<file path="src/logic/special_register_bank_map.svh">
`ifndef SPECIAL_REGISTER_BANK_MAP_SVH
`define SPECIAL_REGISTER_BANK_MAP_SVH

// ---------------------------------------------------------------
// bank-1 operation register addresses (file register space)
// ---------------------------------------------------------------
`define FR_FIRST_PULSE_DUTY   4'h8
`define FR_SECOND_PULSE_DUTY  4'h9
`define FR_CONV_CHANNEL_SEL   4'hA
`define FR_CONV_HIGH_BYTE     4'hB
`define FR_CONV_LOW_BITS      4'hC
`define FR_NVM_COMMAND        4'hE

// ---------------------------------------------------------------
// bank-0 control register addresses (generic control space)
// ---------------------------------------------------------------
`define CR_DATA_LINE_DIR      4'h5
`define CR_PORT6_DIR          4'h6

// ---------------------------------------------------------------
// reset values
// ---------------------------------------------------------------
`define RST_PULSE_DUTY        8'h00
`define RST_CONV_CHANNEL_SEL  8'h00
`define RST_NVM_COMMAND       8'h00
`define RST_TIMING_SETUP      8'h3F
`define RST_DATA_LINE_DIR     8'h03
`define RST_PORT6_DIR         8'hFF

// ---------------------------------------------------------------
// field positions and masks
// ---------------------------------------------------------------
`define CH_READY_BIT          7
`define CH_TOKEN_BIT          6
`define SETUP_INTR_OFF_BIT    6
`define SETUP_WRITE_MASK      8'h7F
`define DATA_LINE_DIR_MASK    8'h03
`define PORT6_DIR_FIXED       8'h01
`define CH_FIRST_PORT6        5'h02
`define CH_LAST_PORT6         5'h08
`define CH_FIRST_PORT7        5'h09
`define CH_LAST_PORT7         5'h10

// ---------------------------------------------------------------
// timing
// ---------------------------------------------------------------
`define CORE_CLK_MHZ          25
`define NVM_READ_TIME_US      1000
`define NVM_WRITE_TIME_US     9000
`define NVM_ERASE_TIME_US     128000

`endif

</file>
<file path="src/logic/special_register_bank_pkg.sv">
package special_register_bank_pkg;

	// one register access request: strobes, address and write data
	typedef struct packed {
		logic       wr;
		logic       rd;
		logic [3:0] addr;
		logic [7:0] wdata;
	} reg_req_t;

	// converter completion with its 10-bit result
	typedef struct packed {
		logic       done;
		logic [9:0] result;
	} conv_done_t;

	// non-volatile memory operations
	typedef enum logic [1:0] {
		NVM_READ    = 2'h0,
		NVM_WRITE   = 2'h1,
		NVM_ERASE   = 2'h2,
		NVM_DISABLE = 2'h3
	} nvm_op_t;

	// converter control states, one-hot
	typedef enum logic [1:0] {
		CONV_IDLE = 2'b01,
		CONV_BUSY = 2'b10
	} conv_state_t;

endpackage : special_register_bank_pkg

</file>
<file path="src/logic/special_register_bank.sv">
`timescale 1ns/1ps
`include "special_register_bank_map.svh"
// Contract
// - two duty registers, reset to zero
// - channel codes: 0 off, 1 reserved, pins
// - token flag set by hardware, software clears
// - hardware clears ready bit after result stored
// - no conversion on disabled or reserved channel
// - high register shows result bits nine..two
// - low register shows bits one, zero on top
// - memory command selects read/write/erase/disable
// - setup and control registers by own instructions
// - setup holds watchdog and tick prescalers, 0x3F
// - prescaler code gives power-of-two divisions
// - setup bit six disables interrupts
// - direction bit one is input
// - data-line direction only bits zero, one
// - port-6 direction bit zero fixed one
module special_register_bank
	import special_register_bank_pkg::*;
#(
	parameter int unsigned NVM_READ_CYCLES  = `NVM_READ_TIME_US * `CORE_CLK_MHZ,
	parameter int unsigned NVM_WRITE_CYCLES = `NVM_WRITE_TIME_US * `CORE_CLK_MHZ,
	parameter int unsigned NVM_ERASE_CYCLES = `NVM_ERASE_TIME_US * `CORE_CLK_MHZ
) (
	// clock and reset
	input  wire logic        I_CORE_CLK,
	input  wire logic        I_ARST_N,
	// file register access (bank-1 operation registers)
	input  wire reg_req_t    I_FILE_REQ,
	input  wire logic        I_BANK1_SEL,
	// generic control register instructions
	input  wire reg_req_t    I_CTRL_REQ,
	// timing setup instructions
	input  wire logic        I_SETUP_WR,
	input  wire logic        I_SETUP_RD,
	input  wire logic [7:0]  I_SETUP_WDATA,
	// interrupt instructions
	input  wire logic        I_INTR_OFF,
	input  wire logic        I_INTR_ON,
	input  wire logic        I_INTR_RET,
	// hardware events
	input  wire logic        I_TOKEN_SEEN,
	input  wire conv_done_t  I_CONV_DONE,
	// read data
	output logic [7:0]       O_RDATA,
	// pulse-width duty values
	output logic [7:0]       O_FIRST_PULSE_DUTY,
	output logic [7:0]       O_SECOND_PULSE_DUTY,
	// converter control
	output logic             O_CONV_START,
	output logic             O_CONV_BUSY,
	output logic [4:0]       O_CONV_CHANNEL,
	output logic [7:0]       O_CONV_P6_SEL,
	output logic [7:0]       O_CONV_P7_SEL,
	// memory command
	output nvm_op_t          O_NVM_OP,
	output logic [21:0]      O_NVM_OP_CYCLES,
	// prescalers and interrupt disable
	output logic [7:0]       O_WDOG_DIV,
	output logic [8:0]       O_TICK_DIV,
	output logic             O_INTR_OFF,
	// port directions, 1 = input
	output logic [1:0]       O_DATA_LINE_DIR,
	output logic [7:0]       O_PORT6_DIR
);

	// ---------------------------------------------------------------
	// access decode
	// ---------------------------------------------------------------
	logic file_wr;                  // bank-1 write strobe
	logic file_rd;                  // bank-1 read strobe
	logic ctrl_wr;                  // control write strobe
	logic wr_chsel;                 // write to channel select
	logic chan_ok;                  // written channel is a pin
	logic start_req;                // accepted conversion start

	// bank-1 registers only answer with bank 1 selected
	assign file_wr = I_FILE_REQ.wr & I_BANK1_SEL;
	assign file_rd = I_FILE_REQ.rd & I_BANK1_SEL;
	assign ctrl_wr = I_CTRL_REQ.wr;
	assign wr_chsel = file_wr && (I_FILE_REQ.addr == `FR_CONV_CHANNEL_SEL);

	// channel codes 2..16 are pins; 0, 1 and above 16 are not
	assign chan_ok = (I_FILE_REQ.wdata[4:0] >= `CH_FIRST_PORT6) &&
		(I_FILE_REQ.wdata[4:0] <= `CH_LAST_PORT7);

	// ---------------------------------------------------------------
	// state registers
	// ---------------------------------------------------------------
	logic [7:0]  duty1_ff;          // first duty value
	logic [7:0]  duty2_ff;          // second duty value
	logic [4:0]  chan_ff;           // converter channel field
	logic        token_ff;          // token seen flag
	conv_state_t conv_ff;           // converter control state
	conv_state_t nxt_conv;          // next converter state
	logic        start_ff;          // start pulse to converter
	logic [9:0]  result_ff;         // latest conversion result
	logic [7:0]  nvm_ff;            // memory command
	logic [7:0]  setup_ff;          // timing setup
	logic [1:0]  dldir_ff;          // data-line direction
	logic [7:1]  p6dir_ff;          // port-6 direction, bits 7..1
	logic [7:0]  rdata_ff;          // registered read data

	// ready bit mirrors a running conversion
	assign start_req = wr_chsel && I_FILE_REQ.wdata[`CH_READY_BIT] &&
		(conv_ff == CONV_IDLE) && chan_ok;

	// ---------------------------------------------------------------
	// duty registers
	// ---------------------------------------------------------------
	// plain storage, zero after reset
	always_ff @(posedge I_CORE_CLK or negedge I_ARST_N) begin
		if (!I_ARST_N) begin
			duty1_ff <= `RST_PULSE_DUTY;
			duty2_ff <= `RST_PULSE_DUTY;
		end else if (file_wr) begin
			// address picks the register
			if (I_FILE_REQ.addr == `FR_FIRST_PULSE_DUTY) begin
				duty1_ff <= I_FILE_REQ.wdata;
			end
			if (I_FILE_REQ.addr == `FR_SECOND_PULSE_DUTY) begin
				duty2_ff <= I_FILE_REQ.wdata;
			end
		end
	end

	// ---------------------------------------------------------------
	// converter channel field
	// ---------------------------------------------------------------
	// bit 5 is not stored and reads zero
	always_ff @(posedge I_CORE_CLK or negedge I_ARST_N) begin
		if (!I_ARST_N) begin
			chan_ff <= 5'(`RST_CONV_CHANNEL_SEL);
		end else if (wr_chsel) begin
			chan_ff <= I_FILE_REQ.wdata[4:0];
		end
	end

	// ---------------------------------------------------------------
	// token flag
	// ---------------------------------------------------------------
	// hardware set wins over a clearing write in the same cycle
	always_ff @(posedge I_CORE_CLK or negedge I_ARST_N) begin
		if (!I_ARST_N) begin
			token_ff <= 1'b0;
		end else if (I_TOKEN_SEEN) begin
			token_ff <= 1'b1;
		end else if (wr_chsel && !I_FILE_REQ.wdata[`CH_TOKEN_BIT]) begin
			token_ff <= 1'b0;
		end
	end

	// ---------------------------------------------------------------
	// converter control state machine
	// ---------------------------------------------------------------
	// idle until a legal start, busy until the result lands
	always_comb begin
		nxt_conv = conv_ff;
		unique case (conv_ff)
			CONV_IDLE: begin
				// start only on a pin channel
				if (start_req) begin
					nxt_conv = CONV_BUSY;
				end
			end
			CONV_BUSY: begin
				// result stored, ready bit drops
				if (I_CONV_DONE.done) begin
					nxt_conv = CONV_IDLE;
				end
			end
			default: nxt_conv = CONV_IDLE; // corrupt code recovers to idle
		endcase
	end

	// state register and one-cycle start pulse to the converter
	always_ff @(posedge I_CORE_CLK or negedge I_ARST_N) begin
		if (!I_ARST_N) begin
			conv_ff  <= CONV_IDLE;
			start_ff <= 1'b0;
		end else begin
			conv_ff  <= nxt_conv;
			start_ff <= start_req;
		end
	end

	// result latched only for a running conversion
	always_ff @(posedge I_CORE_CLK or negedge I_ARST_N) begin
		if (!I_ARST_N) begin
			result_ff <= 10'h000;
		end else if (I_CONV_DONE.done && (conv_ff == CONV_BUSY)) begin
			result_ff <= I_CONV_DONE.result;
		end
	end

	// ---------------------------------------------------------------
	// memory command
	// ---------------------------------------------------------------
	always_ff @(posedge I_CORE_CLK or negedge I_ARST_N) begin
		if (!I_ARST_N) begin
			nvm_ff <= `RST_NVM_COMMAND;
		end else if (file_wr && (I_FILE_REQ.addr == `FR_NVM_COMMAND)) begin
			nvm_ff <= I_FILE_REQ.wdata;
		end
	end

	// ---------------------------------------------------------------
	// timing setup
	// ---------------------------------------------------------------
	// interrupt instructions override bit 6 of a setup write in the same cycle
	always_ff @(posedge I_CORE_CLK or negedge I_ARST_N) begin
		if (!I_ARST_N) begin
			setup_ff <= `RST_TIMING_SETUP;
		end else begin
			if (I_SETUP_WR) begin
				// only the setup write instruction reaches it, except bit 6
				setup_ff <= I_SETUP_WDATA & `SETUP_WRITE_MASK;
			end
			if (I_INTR_OFF) begin
				setup_ff[`SETUP_INTR_OFF_BIT] <= 1'b1;
			end else if (I_INTR_ON || I_INTR_RET) begin
				setup_ff[`SETUP_INTR_OFF_BIT] <= 1'b0;
			end
		end
	end

	// ---------------------------------------------------------------
	// port direction registers
	// ---------------------------------------------------------------
	// reached only by the generic control write
	always_ff @(posedge I_CORE_CLK or negedge I_ARST_N) begin
		if (!I_ARST_N) begin
			dldir_ff <= 2'(`RST_DATA_LINE_DIR);
			p6dir_ff <= 7'(`RST_PORT6_DIR >> 1);
		end else if (ctrl_wr) begin
			if (I_CTRL_REQ.addr == `CR_DATA_LINE_DIR) begin
				dldir_ff <= I_CTRL_REQ.wdata[1:0];
			end
			if (I_CTRL_REQ.addr == `CR_PORT6_DIR) begin
				p6dir_ff <= I_CTRL_REQ.wdata[7:1];
			end
		end
	end

	// ---------------------------------------------------------------
	// read data path
	// ---------------------------------------------------------------
	// one read per cycle; setup, control, then file order
	always_ff @(posedge I_CORE_CLK or negedge I_ARST_N) begin
		if (!I_ARST_N) begin
			rdata_ff <= 8'h00;
		end else if (I_SETUP_RD) begin
			rdata_ff <= setup_ff;
		end else if (I_CTRL_REQ.rd) begin
			unique case (I_CTRL_REQ.addr)
				`CR_DATA_LINE_DIR: rdata_ff <= {6'h00, dldir_ff};
				`CR_PORT6_DIR:     rdata_ff <= {p6dir_ff, 1'b1};
				default:           rdata_ff <= 8'h00;
			endcase
		end else if (file_rd) begin
			unique case (I_FILE_REQ.addr)
				`FR_FIRST_PULSE_DUTY:  rdata_ff <= duty1_ff;
				`FR_SECOND_PULSE_DUTY: rdata_ff <= duty2_ff;
				`FR_CONV_CHANNEL_SEL:  rdata_ff <= {conv_ff == CONV_BUSY,
					token_ff, 1'b0, chan_ff};
				`FR_CONV_HIGH_BYTE:    rdata_ff <= result_ff[9:2];
				`FR_CONV_LOW_BITS:     rdata_ff <= {result_ff[1:0], 6'h00};
				`FR_NVM_COMMAND:       rdata_ff <= nvm_ff;
				default:               rdata_ff <= 8'h00;
			endcase
		end
	end

	// ---------------------------------------------------------------
	// channel pin decode
	// ---------------------------------------------------------------
	// one-hot pin select; port-6 pin 0 is never a channel
	for (genvar gi = 0; gi < 8; gi++) begin : g_chan
		if (gi == 0) begin : g_p60
			assign O_CONV_P6_SEL[gi] = 1'b0;
		end else begin : g_p6x
			assign O_CONV_P6_SEL[gi] = (chan_ff == 5'(gi + 1));
		end
		assign O_CONV_P7_SEL[gi] = (chan_ff == 5'(gi + 9));
	end

	// ---------------------------------------------------------------
	// outputs
	// ---------------------------------------------------------------
	assign O_RDATA             = rdata_ff;
	assign O_FIRST_PULSE_DUTY  = duty1_ff;
	assign O_SECOND_PULSE_DUTY = duty2_ff;
	assign O_CONV_START        = start_ff;
	assign O_CONV_BUSY         = (conv_ff == CONV_BUSY);
	assign O_CONV_CHANNEL      = chan_ff;
	assign O_NVM_OP            = nvm_op_t'(nvm_ff[1:0]);
	assign O_INTR_OFF          = setup_ff[`SETUP_INTR_OFF_BIT];
	assign O_DATA_LINE_DIR     = dldir_ff;
	assign O_PORT6_DIR         = {p6dir_ff, 1'b1};

	// watchdog divides by 2^n, tick counter by 2^(n+1)
	assign O_WDOG_DIV = 8'(8'h01 << setup_ff[2:0]);
	assign O_TICK_DIV = 9'(9'h002 << setup_ff[5:3]);

	// execution time of the selected memory operation
	always_comb begin
		unique case (O_NVM_OP)
			NVM_READ:    O_NVM_OP_CYCLES = 22'(NVM_READ_CYCLES);
			NVM_WRITE:   O_NVM_OP_CYCLES = 22'(NVM_WRITE_CYCLES);
			NVM_ERASE:   O_NVM_OP_CYCLES = 22'(NVM_ERASE_CYCLES);
			NVM_DISABLE: O_NVM_OP_CYCLES = 22'h000000;
		endcase
	end
endmodule : special_register_bank

</file>
<file path="config.mk">
export PLATFORM = sky130hd
export DESIGN_NAME = special_register_bank
export DESIGN_NICKNAME = d
export VERILOG_FILES = /design/src/logic/special_register_bank_pkg.sv /design/src/logic/special_register_bank.sv
export VERILOG_INCLUDE_DIRS = /design/src /design/src/logic
export SDC_FILE = /design/constraint.sdc
export NUM_CORES = 1
export LEC_CHECK = 0
export BUFFER_PORTS_ARGS = -buffer_cell sky130_fd_sc_hd__clkbuf_2
export CAP_MARGIN = 25
export CORE_ASPECT_RATIO = 1.1
export CORE_UTILIZATION = 48
export DETAILED_ROUTE_END_ITERATION = 10
export HOLD_SLACK_MARGIN = 0.1
export PLACE_DENSITY = 0.88
export REMOVE_ABC_BUFFERS = 1
export SETUP_SLACK_MARGIN = 0.15
export SYNTH_ARGS = -nofsm -noshare
export SYNTH_HDL_FRONTEND = slang
export SYNTH_SLANG_ARGS = --single-unit
export TNS_END_PERCENT = 10
</file>
<file path="constraint.sdc">
create_clock -name I_CORE_CLK -period 1.78 [get_ports I_CORE_CLK]
set_input_delay 0.178 -clock I_CORE_CLK [delete_from_list [all_inputs] [get_ports I_CORE_CLK]]
set_output_delay 0.178 -clock I_CORE_CLK [all_outputs]
set_load 0.01 [all_outputs]
</file>
==> out/qor.yml <==
syn2layout_area_growth_pct: 34.5
cts_buffers: 9
routedWlPerCell_um: 16.2
grt_max_degree: 27
slowest_delay_ns: 0.40
h-tree-depth: 3
synth.top_cells.by_count: "55 x mux2_2, 51 x dfrtp_1, 23 x buf_4"
io_pins: 155
fmax_ghz: 0.594
cts_tree: "done"
async_flop_share_pct: 100
hpwl_um: 7030
worstHoldPathType: "primary input to register"
seq_area_frac_synth_pct: 46.5
place.gp.congestion: 0.855
tns_ns: 0
fp.dieH_um: 93.5
r2r-start: "conv_ff[0]$_DFFE_PN1P_"
cts-root-buf: "clkbuf_8"
drt-initial-drc-count: 125
via_per_inst: 5.35
holdCritStartpoint: "I_FILE_REQ[6]"
synthMostInstantiatedCell: "mux2_2"
path_cells: "buf_6, or3_4, nor2_2, buf_2"
finalClockSkew_ns: 0.0116
timing.rr.end: "result_ff[5]$_DFFE_PN0P_"
clock-sinks: 67
routed_wl_um: 9460
synth_top_area_share_pct: 35.0
endpoint_kind: "output port"
min_delay_path_depth: 2
dpl-instance-area_mm2: 0.00436
clk_latency_ns: 0.34
rr_worst_depth: 3
yosys-top-cells-area: "dfrtp_1 35%, mux2_2 17%, dfstp_2 12%, buf_4 4.7%, nor2_1 2.1%"
first_pass_iters: 4
dp_cells: 535
final_nets: 556
rows: 32
setup.worst_path.start_class: "register"
setup_viol: 0
portBuffers: 144
worstHoldEndpoint: "O_SECOND_PULSE_DUTY[6]$_DFFE_PN0P_"
path_depth: 4
yosys_warnings: 0
fp.dieW_um: 85.2
ys_ff_latch: 67
worstSetupPathType: "register to output port"
p_leak_nw: 2.44
drive_above_1_share_pct: 52.7
die-area_mm2: 0.00796
hold_viol_final: 0
holdWs_ns: 0.133
syn_inst: 323
fillers: 544
required_ns: 1.60
yosysUniqueCellTypes: 55
clockBufferDepth: 2
fin_crit_ns: 1.68
synth.cell_area_mm2: 0.00365
core-area_mm2: 0.00717
antenna_found_initial: 0
reg2reg_slack_ns: 0.34
vias: 3124
grt_pass1_wl_um: 14800
crit_buf_inv: 2
utilization_pct: 68.5
ant_nets: 0
rsz0062_at_grt: "true"
cp_max_fo: 7
first_global_vias: 2979
status: "completed"
grt-ovfl-total: 0
cts.clk_slew.worst_paths_ns: 0.07
crit_slowest_cell: "or3_4"
powerDensity_mw_per_mm2: 920
ys.flop_type: "dfrtp_1"
syn_area_per_cell_um2: 11.3
finalCritPeriodShare_pct: 94.6
layout.cells.non_filler: 584
arrival_ns: 1.51
antenna_cells: 0
drv_cap: 0
path_delay_family: "simple AND/OR/NAND/NOR gates"
start_util_pct: 50.9
peakVddDrop_v: 0.000534
yosysTopAreaCell: "dfrtp_1"
maxSlewViolCount: 0
synth_edf_count: 0
finalInstanceArea_mm2: 0.00491
grt_use_total_pct: 24.5
drc: 0
==> layout make-up <==
| class | instances | area [µm²] | area share [%] |
|---|---|---|---|
| inverter | 7 | 26.3 | 0.535 |
| timing repair buffer | 188 | 1150 | 23.3 |
| clock buffer | 11 | 141 | 2.88 |
| multi-input combinational | 223 | 1750 | 35.7 |
| tap | 85 | 106 | 2.17 |
| sequential | 67 | 1700 | 34.5 |
| clock inverter | 3 | 40.0 | 0.815 |
==> worst max-delay path by stage <==
stage | endpoint | slack, ns | from
final | O_CONV_P6_SEL[5] | 0.1 | O_CONV_CHANNEL[0]$_DFFE_PN0N_
after global routing | O_CONV_P6_SEL[5] | 0.05 | O_CONV_CHANNEL[3]$_DFFE_PN0N_
after CTS | O_CONV_P6_SEL[5] | 0.07 | O_CONV_CHANNEL[4]$_DFFE_PN0N_
after detailed placement | O_CONV_CHANNEL[1]$_DFFE_PN0N_ | 0.21 | I_FILE_REQ[9]
after global placement | O_RDATA[3]$_DFFE_PN0P_ | 0.24 | I_FILE_REQ[9]
after floorplan | O_NVM_OP_CYCLES[13] | 0.25 | nvm_ff[1]$_DFFE_PN0P_
==> cells in the final DEF, fill, tap and decap left out, types with 10 or more instances in the layout <==
| master | instances |
|---|---|
| a21oi_1 | 14 |
| buf_4 | 11 |
| clkbuf_2 | 140 |
| clkbuf_8 | 10 |
| dfrtp_1 | 51 |
| dfstp_2 | 16 |
| dlygate4sd3_1 | 30 |
| mux2_2 | 55 |
| nand2_1 | 19 |
| nor2_1 | 18 |
==> through the flow <==
stage,setup WS (ns),total power (W)
floorplan,0.252,0.00260
global placement,0.240,0.00316
detailed placement,0.209,0.00321
CTS,0.0702,0.00451
global route,0.0526,0.00474
finish,0.0965,0.00452
==> cells by family (layout without fill, tap and decap cells) <==
family,after synthesis,in the layout,share of synthesized area (%)
and+or+nand+nor,99,99,16.5
DFF,67,67,46.5
muxes,65,65,20.2
AOI/OAI and AO/OA,46,46,8.53
buffers and inverters,40,209,6.75
adders and majority gates,4,4,1.37
other,2,9,0.206
==> power breakdown <==
part           leakage, nW  switching [W]  internal [W]  total (W)
Combinational         1.52       0.000669      0.000648    0.00132
Clock               0.0950       0.000543      0.000665    0.00121
Sequential           0.821       0.000207       0.00178    0.00199
==> routing by layer <==
layer | vias up | GRT usage (%) | part of all wire, %
li1 | 1470 | - | -
met1 | 1499 | 29.4 | 40
met2 | 145 | 44.4 | 52
met3 | 10 | 3.71 | 6.5
met4 | 0 | 9.04 | 1.3
met5 | - | 0 | 0
==> state kept, by name (all words and copies together) (netlist names) <==
register,cells
result_ff,10
conv_ff,2
setup_ff,7
O_FIRST_PULSE_DUTY,8
p6dir_ff,7
O_SECOND_PULSE_DUTY,8
nvm_ff,8
O_CONV_CHANNEL,5
O_CONV_START,1
token_ff,1
O_RDATA,8
O_DATA_LINE_DIR,2
==> timing repair <==
item,CTS,global route
endpoints found under the hold margin,44,0
hold buffers,30,0
setup endpoints to repair,11,17
pin swaps,0,3
setup buffers,3,2
gates resized for setup,3,9
(Power assumes the default switching activity.)
